[src/pkg/aluexe_pkg.sv]
package aluexe_pkg;

  // ---------------------------------------------------------------
  // widths
  // ---------------------------------------------------------------
  localparam int unsigned DATA_W = 8;
  localparam int unsigned FADDR_W = 7;
  localparam int unsigned FILE_DEPTH = 128;
  localparam int unsigned PC_W = 15;
  localparam int unsigned OFS_W = 9;
  localparam int unsigned BIT_W = 3;
  localparam int unsigned DEC_W = 12;

  // ---------------------------------------------------------------
  // register map (byte offsets)
  // ---------------------------------------------------------------
  localparam logic [11:0] OFS_INSTR = 12'h000;
  localparam logic [11:0] OFS_ACC = 12'h004;
  localparam logic [11:0] OFS_STATUS = 12'h008;
  localparam logic [11:0] OFS_PC = 12'h00C;
  localparam logic [11:0] OFS_CYCLES = 12'h010;
  localparam logic [2:0] FILE_REGION = 3'h1;
  localparam int unsigned FILE_REGION_LSB = 9;
  localparam int unsigned FILE_IDX_LSB = 2;

  // ---------------------------------------------------------------
  // reset values
  // ---------------------------------------------------------------
  localparam logic [7:0] ACC_RST = 8'h00;
  localparam logic [14:0] PC_RST = 15'h0000;
  localparam logic [31:0] CYCLES_RST = 32'h0000_0000;
  localparam logic [31:0] INSTR_RST = 32'h0000_0000;

  // ---------------------------------------------------------------
  // types
  // ---------------------------------------------------------------
  typedef enum logic [2:0] {
    OP_NOP,
    OP_ADD_ACC_TO_FILE,
    OP_ADD_ACC_FILE_WITH_CARRY,
    OP_ARITH_SHIFT_RIGHT_FILE,
    OP_CLEAR_FILE_BIT,
    OP_TEST_BIT_SKIP_IF_ZERO,
    OP_RELATIVE_JUMP
  } aluexe_op_type;

  typedef struct packed {
    logic [8:0] rsvd;
    logic [OFS_W-1:0] offset;
    logic [FADDR_W-1:0] faddr;
    logic [BIT_W-1:0] bit_idx;
    logic dest;
    aluexe_op_type op;
  } aluexe_instr_type;

  // status register layout: bit0 carry, bit1 half carry, bit2 zero
  typedef struct packed {
    logic zero;
    logic half_carry_flag;
    logic carry;
  } aluexe_flags_type;

  localparam aluexe_flags_type FLAGS_RST = 3'h0;

  typedef enum logic [1:0] {
    ST_IDLE,
    ST_EXEC,
    ST_SECOND
  } aluexe_state_type;

endpackage

[src/aluexe_alu.sv]
`timescale 1ns/1ps

module aluexe_alu
  import aluexe_pkg::*;
(
  input wire aluexe_op_type op,
  input wire logic [DATA_W-1:0] acc,
  input wire logic [DATA_W-1:0] fval,
  input wire logic carry_in,
  input wire logic [BIT_W-1:0] bit_idx,
  output logic [DATA_W-1:0] value,
  output aluexe_flags_type flags,
  output aluexe_flags_type flag_upd,
  output logic skip
);

  logic cin;
  logic [DATA_W:0] sum;
  logic [4:0] half;

  always_comb begin
    cin = (op == OP_ADD_ACC_FILE_WITH_CARRY) ? carry_in : 1'b0;
    sum = {1'b0, acc} + {1'b0, fval} + {8'h00, cin};
    half = {1'b0, acc[3:0]} + {1'b0, fval[3:0]} + {4'h0, cin};
    value = fval;
    flags = '0;
    flag_upd = '0;
    skip = 1'b0;
    unique case (op)
      OP_ADD_ACC_TO_FILE, OP_ADD_ACC_FILE_WITH_CARRY: begin
        value = sum[DATA_W-1:0];
        flags.carry = sum[DATA_W];
        flags.half_carry_flag = half[4];
        flag_upd = 3'h7;
      end
      OP_ARITH_SHIFT_RIGHT_FILE: begin
        value = {fval[7], fval[7:1]};
        flags.carry = fval[0];
        flag_upd.carry = 1'b1;
        flag_upd.zero = 1'b1;
      end
      OP_CLEAR_FILE_BIT: begin
        value = fval & ~(8'h01 << bit_idx);
      end
      OP_TEST_BIT_SKIP_IF_ZERO: begin
        skip = ~fval[bit_idx];
      end
      default: begin
        value = fval;
      end
    endcase
    flags.zero = (value == 8'h00);
  end

endmodule // aluexe_alu

[src/aluexe_core.sv]
`timescale 1ns/1ps

//
// Behaviour
// - add accumulator and file, destination selectable
// - add updates carry, half carry, zero
// - add with carry includes carry flag
// - shift right keeps msb, lsb into carry
// - shift touches carry and zero only
// - bit clear zeroes one bit, flags kept
// - bit test skips next when bit zero
// - relative jump target pc plus one plus offset
// - relative jump two cycles, flags kept
// - pc change or true test costs two cycles
module aluexe_core
  import aluexe_pkg::*;
(
  input wire logic hclk,
  input wire logic hresetn,
  input wire logic hsel,
  input wire logic [31:0] haddr,
  input wire logic [1:0] htrans,
  input wire logic hwrite,
  input wire logic [2:0] hsize,
  input wire logic [31:0] hwdata,
  input wire logic hready,
  output logic hreadyout,
  output logic [31:0] hrdata,
  output logic hresp
);

  // ---------------------------------------------------------------
  // declarations
  // ---------------------------------------------------------------
  logic dp_valid_r, dp_valid_nxt;
  logic dp_write_r, dp_write_nxt;
  logic [DEC_W-1:0] dp_addr_r, dp_addr_nxt;
  logic rd_wait_r, rd_wait_nxt;
  logic [31:0] hrdata_r, hrdata_nxt;
  logic [DATA_W-1:0] file_mem [0:FILE_DEPTH-1];
  logic mem_we;
  logic [FADDR_W-1:0] mem_wa;
  logic [DATA_W-1:0] mem_wd;
  logic [DATA_W-1:0] acc_r, acc_nxt;
  aluexe_flags_type flags_r, flags_nxt;
  logic [PC_W-1:0] pc_r, pc_nxt;
  logic [31:0] cycles_r, cycles_nxt;
  aluexe_instr_type instr_r, instr_nxt;
  aluexe_state_type state_r, state_nxt;
  logic busy;
  logic bus_wr;
  logic in_file;
  logic [FADDR_W-1:0] bus_fidx;
  logic [DATA_W-1:0] fval;
  logic [DATA_W-1:0] alu_value;
  aluexe_flags_type alu_flags;
  aluexe_flags_type alu_upd;
  logic alu_skip;
  logic [PC_W-1:0] jump_target;

  // ---------------------------------------------------------------
  // ahb-lite slave
  // ---------------------------------------------------------------
  assign busy = (state_r != ST_IDLE);
  assign bus_wr = dp_valid_r && dp_write_r && !busy;
  assign in_file = (dp_addr_r[DEC_W-1:FILE_REGION_LSB] == FILE_REGION);
  assign bus_fidx = dp_addr_r[FILE_IDX_LSB +: FADDR_W];
  // reads take one wait state; everything stalls while an instruction runs
  assign hreadyout = !dp_valid_r || (dp_write_r ? !busy : rd_wait_r);
  assign hrdata = hrdata_r;
  assign hresp = 1'b0;

  always_comb begin
    dp_valid_nxt = dp_valid_r;
    dp_write_nxt = dp_write_r;
    dp_addr_nxt = dp_addr_r;
    if (hready) begin
      dp_valid_nxt = hsel && htrans[1];
      dp_write_nxt = hwrite;
      dp_addr_nxt = haddr[DEC_W-1:0];
    end
    rd_wait_nxt = dp_valid_r && !dp_write_r && !busy && !rd_wait_r;
    hrdata_nxt = hrdata_r;
    if (rd_wait_nxt) begin
      hrdata_nxt = 32'h0000_0000;
      if (in_file) begin
        hrdata_nxt = {24'h00_0000, file_mem[bus_fidx]};
      end else begin
        unique case (dp_addr_r)
          OFS_INSTR: hrdata_nxt = instr_r;
          OFS_ACC: hrdata_nxt = {24'h00_0000, acc_r};
          OFS_STATUS: hrdata_nxt = {29'h0000_0000, flags_r};
          OFS_PC: hrdata_nxt = {17'h0_0000, pc_r};
          OFS_CYCLES: hrdata_nxt = cycles_r;
          default: hrdata_nxt = 32'h0000_0000;
        endcase
      end
    end
  end

  always_ff @(posedge hclk or negedge hresetn) begin
    if (!hresetn) begin
      dp_valid_r <= 1'b0;
      dp_write_r <= 1'b0;
      dp_addr_r <= 12'h000;
      rd_wait_r <= 1'b0;
      hrdata_r <= 32'h0000_0000;
    end else begin
      dp_valid_r <= dp_valid_nxt;
      dp_write_r <= dp_write_nxt;
      dp_addr_r <= dp_addr_nxt;
      rd_wait_r <= rd_wait_nxt;
      hrdata_r <= hrdata_nxt;
    end
  end

  // ---------------------------------------------------------------
  // execution
  // ---------------------------------------------------------------
  assign fval = file_mem[instr_r.faddr];
  assign jump_target = PC_W'(pc_r + 15'h0001 + {{(PC_W-OFS_W){instr_r.offset[OFS_W-1]}}, instr_r.offset});

  aluexe_alu u_alu (
    .op(instr_r.op),
    .acc(acc_r),
    .fval(fval),
    .carry_in(flags_r.carry),
    .bit_idx(instr_r.bit_idx),
    .value(alu_value),
    .flags(alu_flags),
    .flag_upd(alu_upd),
    .skip(alu_skip)
  );

  always_comb begin
    acc_nxt = acc_r;
    flags_nxt = flags_r;
    pc_nxt = pc_r;
    cycles_nxt = cycles_r;
    instr_nxt = instr_r;
    state_nxt = state_r;
    mem_we = 1'b0;
    mem_wa = instr_r.faddr;
    mem_wd = alu_value;
    unique case (state_r)
      ST_IDLE: begin
        if (bus_wr) begin
          if (in_file) begin
            mem_we = 1'b1;
            mem_wa = bus_fidx;
            mem_wd = hwdata[DATA_W-1:0];
          end else begin
            unique case (dp_addr_r)
              OFS_INSTR: begin
                instr_nxt = aluexe_instr_type'(hwdata);
                state_nxt = ST_EXEC;
              end
              OFS_ACC: acc_nxt = hwdata[DATA_W-1:0];
              OFS_STATUS: flags_nxt = aluexe_flags_type'(hwdata[2:0]);
              OFS_PC: pc_nxt = hwdata[PC_W-1:0];
              default: ;
            endcase
          end
        end
      end
      ST_EXEC: begin
        cycles_nxt = cycles_r + 32'h0000_0001;
        pc_nxt = PC_W'(pc_r + 15'h0001);
        state_nxt = ST_IDLE;
        unique case (instr_r.op)
          OP_ADD_ACC_TO_FILE, OP_ADD_ACC_FILE_WITH_CARRY, OP_ARITH_SHIFT_RIGHT_FILE: begin
            if (instr_r.dest) begin
              mem_we = 1'b1;
            end else begin
              acc_nxt = alu_value;
            end
          end
          OP_CLEAR_FILE_BIT: mem_we = 1'b1;
          OP_TEST_BIT_SKIP_IF_ZERO: begin
            if (alu_skip) begin
              state_nxt = ST_SECOND;
            end
          end
          OP_RELATIVE_JUMP: begin
            pc_nxt = jump_target;
            state_nxt = ST_SECOND;
          end
          default: ;
        endcase
        if (alu_upd.carry) flags_nxt.carry = alu_flags.carry;
        if (alu_upd.half_carry_flag) flags_nxt.half_carry_flag = alu_flags.half_carry_flag;
        if (alu_upd.zero) flags_nxt.zero = alu_flags.zero;
      end
      ST_SECOND: begin
        // no-operation slot; a skip steps over the discarded word
        cycles_nxt = cycles_r + 32'h0000_0001;
        if (instr_r.op == OP_TEST_BIT_SKIP_IF_ZERO) begin
          pc_nxt = PC_W'(pc_r + 15'h0001);
        end
        state_nxt = ST_IDLE;
      end
    endcase
  end

  always_ff @(posedge hclk or negedge hresetn) begin
    if (!hresetn) begin
      acc_r <= ACC_RST;
      flags_r <= FLAGS_RST;
      pc_r <= PC_RST;
      cycles_r <= CYCLES_RST;
      instr_r <= INSTR_RST;
      state_r <= ST_IDLE;
    end else begin
      acc_r <= acc_nxt;
      flags_r <= flags_nxt;
      pc_r <= pc_nxt;
      cycles_r <= cycles_nxt;
      instr_r <= instr_nxt;
      state_r <= state_nxt;
    end
  end

  always_ff @(posedge hclk) begin
    if (mem_we) begin
      file_mem[mem_wa] <= mem_wd;
    end
  end

  // ---------------------------------------------------------------
  // checks
  // ---------------------------------------------------------------
  logic [DATA_W:0] add_chk;
  logic [4:0] half_chk;
  logic is_exec_add;
  assign add_chk = {1'b0, acc_r} + {1'b0, fval};
  assign half_chk = {1'b0, acc_r[3:0]} + {1'b0, fval[3:0]};
  assign is_exec_add = (state_r == ST_EXEC) && (instr_r.op == OP_ADD_ACC_TO_FILE);
endmodule // aluexe_core

[config.mk]
export PLATFORM = sky130hd
export DESIGN_NAME = aluexe_core
export DESIGN_NICKNAME = d
export VERILOG_FILES = /design/src/pkg/aluexe_pkg.sv /design/src/aluexe_alu.sv /design/src/aluexe_core.sv
export SDC_FILE = /design/constraint.sdc
export NUM_CORES = 2
export LEC_CHECK = 0
export BUFFER_PORTS_ARGS = -buffer_cell sky130_fd_sc_hd__buf_2
export CORE_MARGIN = 2
export CORE_UTILIZATION = 55
export CTS_BUF_LIST = sky130_fd_sc_hd__clkbuf_4
export CTS_CLUSTER_DIAMETER = 50
export DETAILED_ROUTE_END_ITERATION = 7
export PLACE_DENSITY = 0.79
export SYNTH_ARGS = -nofsm -noshare
export SYNTH_HDL_FRONTEND = slang
export SYNTH_SLANG_ARGS = --single-unit
[constraint.sdc]
create_clock -name hclk -period 10.4 [get_ports hclk]
set_input_delay 1.56 -clock hclk [delete_from_list [all_inputs] [get_ports hclk]]
set_output_delay 1.56 -clock hclk [all_outputs]
set_load 0.01 [all_outputs]
==> flow_metrics.py <==
metrics = {
    "yosys": {
        "netlist_instances": 3163,
        "ys_seq_area_share_pct": 61.36,
        "syn-cell-area_sq_um": 55780,
        "yosysUniqueCellTypes": 72,
        "async_flop_share_pct": 11.95,
        "synth_fp_nets": 3266,
        "synth_edf_count": 1024,
        "synthFlopType": "edfxtp_1",
        "ys_ff_latch": 1163,
        "yosysWarnings": 0,
        "avgSynthCellArea_sq_um": 17.64,
    },
    "sta": {
        "hold_viol_final": 0,
        "period_share_pct": 71.73,
        "worstMarginPinSlew_ns": 1.442,
        "period_needed_ns": 7.460,
        "max_freq_mhz": 134.0,
        "fin_hold_ws_ns": 0.3624,
        "slew_headroom_pct": 3.666,
        "tns_ns": 0,
        "maxSlewViolCount": 0,
        "grt_setup_unrepaired": "false",
        "setup_viol": 0,
        "skew_ns": 0.1118,
    },
    "final_layout": {
        "area_delta_synth_final_pct": 9.602,
        "final_net_count": 3491,
        "drive_gt1_share_pct": 34.17,
        "fin_cells": 4951,
        "design_area_sq_um": 61140,
        "multi_input_area_sq_um": 20440,
        "n_fill_cell": 6978,
        "fin_util_pct": 60.96,
        "regArea_sq_um": 34250,
    },
    "setup_path": {
        "crit_path_end": "file_mem[60][4]",
        "cp.required_ns": 11.29,
        "reg2regPathDepth": 19,
        "worst-r2r-setup-slack_ns": 2.94,
        "crit_fanout": 132,
        "startpoint": "instr_r[8]",
        "arrival_ns": 8.35,
        "setup.worst_path.end_class": "register",
        "r2r-end": "file_mem[60][4]",
        "crit_type": "register to register",
        "start_kind": "register",
        "reg2reg_from": "instr_r[8]",
    },
    "placement": {
        "port-buffer-count": 82,
        "hpwl_microns": 100400,
        "gp_congestion": 0.9130,
        "dpl_cell_area_sq_um": 57510,
        "place_inst": 4435,
    },
    "floorplan": {
        "die_y_microns": 322.5,
        "coreArea_sq_um": 100300,
        "io_pins": 108,
        "die_x_microns": 322.5,
        "fp-row-count": 116,
        "initial_utilization_pct": 55.62,
        "die_area_sq_um": 104000,
    },
    "global_routing": {
        "grt_pass1_vias": 35540,
        "grt_max_degree": 133,
        "grt_util_all_layers_pct": 30.37,
        "antenna_found_initial": 11,
        "grt_pass1_wl_microns": 229000,
        "grt_overflow": 0,
    },
    "status": {
        "status": "completed",
    },
    "hold_path": {
        "hp-class": "input pin to asynchronous set/reset pin",
    },
    "clocking": {
        "cts-root-buf": "clkbuf_4",
        "postCtsSetupRepairBufs": 0,
        "clk_path_buf_depth": 4,
        "numCtsBuffers": 308,
        "tritoncts": "yes",
        "path_clk_slew_ns": 0.06,
        "ctsHoldBuffers": 0,
        "insertion_delay_ns": 1.26,
        "clock-sinks": 1163,
        "ctsResizeCount": 0,
        "htree_levels": 5,
    },
    "detailed_routing": {
        "drc_errors": 0,
        "initialDrtViolationCount": 5566,
        "first_pass_iters": 6,
        "vias_per_cell": 7.014,
        "wirelength_microns": 155800,
        "ant_nets": 0,
        "vias": 34730,
        "avgRoutedWirePerCell_microns": 31.47,
    },
    "power": {
        "peakVddDrop_mv": 0.1358,
        "leakagePower_nw": 20.42,
        "powerDensity_nw_per_um2": 194.9,
    },
    "run": {
        "drv_cap": 0,
    },
}
[metal layers]
layer	up-vias	GRT usage (%)	part of all wire, %	wire [microns]
li1	13840	-	-	-
met2	2717	46.66	47	73060
met1	17530	38.60	34	52510
met5	-	0	0.059	92
met4	14	17.01	6.0	9281
met3	623	9.719	13	20880
[worst min-delay path by stage]
stage | endpoint | slack [ns]
after global placement | hrdata[27] | 0.46
after detailed placement | hrdata[29] | 0.47
after global routing | hrdata[27] | 0.40
after CTS | hrdata[24] | 0.34
after floorplan | cycles_r[31] | 0.44
final | hrdata[18] | 0.36
[cells by family (layout without fill, tap and decap cells)]
group | count (synthesis) | after routing | share of synthesized area (%)
AO/OA/AOI/OAI | 391 | 391 | 4.930
XOR/XNOR | 64 | 64 | 1.005
adder cells (fa/ha/maj) | 29 | 29 | 0.6908
buffers and inverters | 267 | 689 | 2.160
flip-flops | 1163 | 1163 | 61.36
multiplexers | 717 | 717 | 25.55
other | 1 | 10 | 0.006722
AND/OR/NAND/NOR | 531 | 531 | 4.302
[worst max-delay path, cell delays in order (launching register included)]
cell and delay [ns]:
dfrtp_4 0.47, buf_12 0.50, buf_4 0.68, mux4_2 0.41
a22oi_1 0.36, nand4_1 0.37, mux4_2 0.66, fa_1 0.45
inv_1 0.10, fa_1 0.22, inv_1 0.05, a21o_1 0.17
a21oi_1 0.30, xnor2_1 0.17, a22oi_1 0.08, o21ai_1 0.21
nor2_1 0.11, nor2_4 0.11, buf_4 0.51, buf_4 0.67
[report_power, final]
part / internal, mW / switching [mW] / total, mW
logic: 0.827 / 1.49 / 2.32
registers: 5.62 / 0.169 / 5.78
clock network: 1.97 / 1.84 / 3.81
total: 8.41 / 3.50 / 11.9
[cell usage after synthesis, types with 19 or more instances]
library cell	n	area, sq um
xor2_1	21	183.9
nand3_1	61	305.3
mux2_2	61	686.9
and3_1	19	118.9
o21ai_0	82	410.4
clkbuf_1	133	499.2
buf_1	48	180.2
ha_1	26	325.3
a22oi_1	135	1013
a21oi_1	47	235.2
mux2i_1	100	1001
nor2_1	207	777.0
inv_1	37	138.9
buf_2	21	105.1
nand2_1	143	536.8
mux4_2	545	12270
xnor2_1	43	376.6
edfxtp_1	1024	30750
dfrtp_1	139	3478
[registers in the layout, summed over array words and instances (netlist names), 2 cells and up]
register / flops
acc_r: 8
cycles_r: 32
dp_addr_r: 12
file_mem: 1024
flags_r: 3
hrdata: 32
instr_r: 32
pc_r: 15
state_r: 2
[layout by cell type (no fill, tap or decap), types with 13 or more instances in the layout]
master and count:
dfrtp_1 132, nor3_1 15, inv_1 37, a22o_1 13, mux2i_1 100, ha_1 26
xnor2_1 43, a222oi_1 15, mux4_2 545, a21oi_1 45, a221oi_1 14, a22oi_1 135
edfxtp_1 1024, clkbuf_4 424, nand2_1 143, nand4_1 15, xor2_1 21, o21ai_0 80
and3_1 19, buf_2 81, o221ai_1 13, buf_4 55, mux2_2 61, clkinv_1 68
nor2_1 199, nand3_1 60
[layout make-up]
| cell class | count | share of cell area (%) |
|---|---|---|
| timing repair buffer | 144 | 1.586 |
| clock buffer | 424 | 5.206 |
| clock inverter | 83 | 0.7019 |
| antenna | 9 | 0.03684 |
| sequential | 1163 | 56.02 |
| tap | 1357 | 2.777 |
| inverter | 38 | 0.2333 |
| multi-input combinational | 1733 | 33.44 |
[stage by stage]
stage          total power, mW  setup slack [ns]
5_1_grt                  12.34             2.780
6_report                 11.92             2.940
4_1_cts                  11.89             3.237
3_3_place_gp             8.031             3.445
2_1_floorplan            7.394             2.172
3_5_place_dp             8.144             3.266
Note: power is estimated with default switching activity, not from simulation.
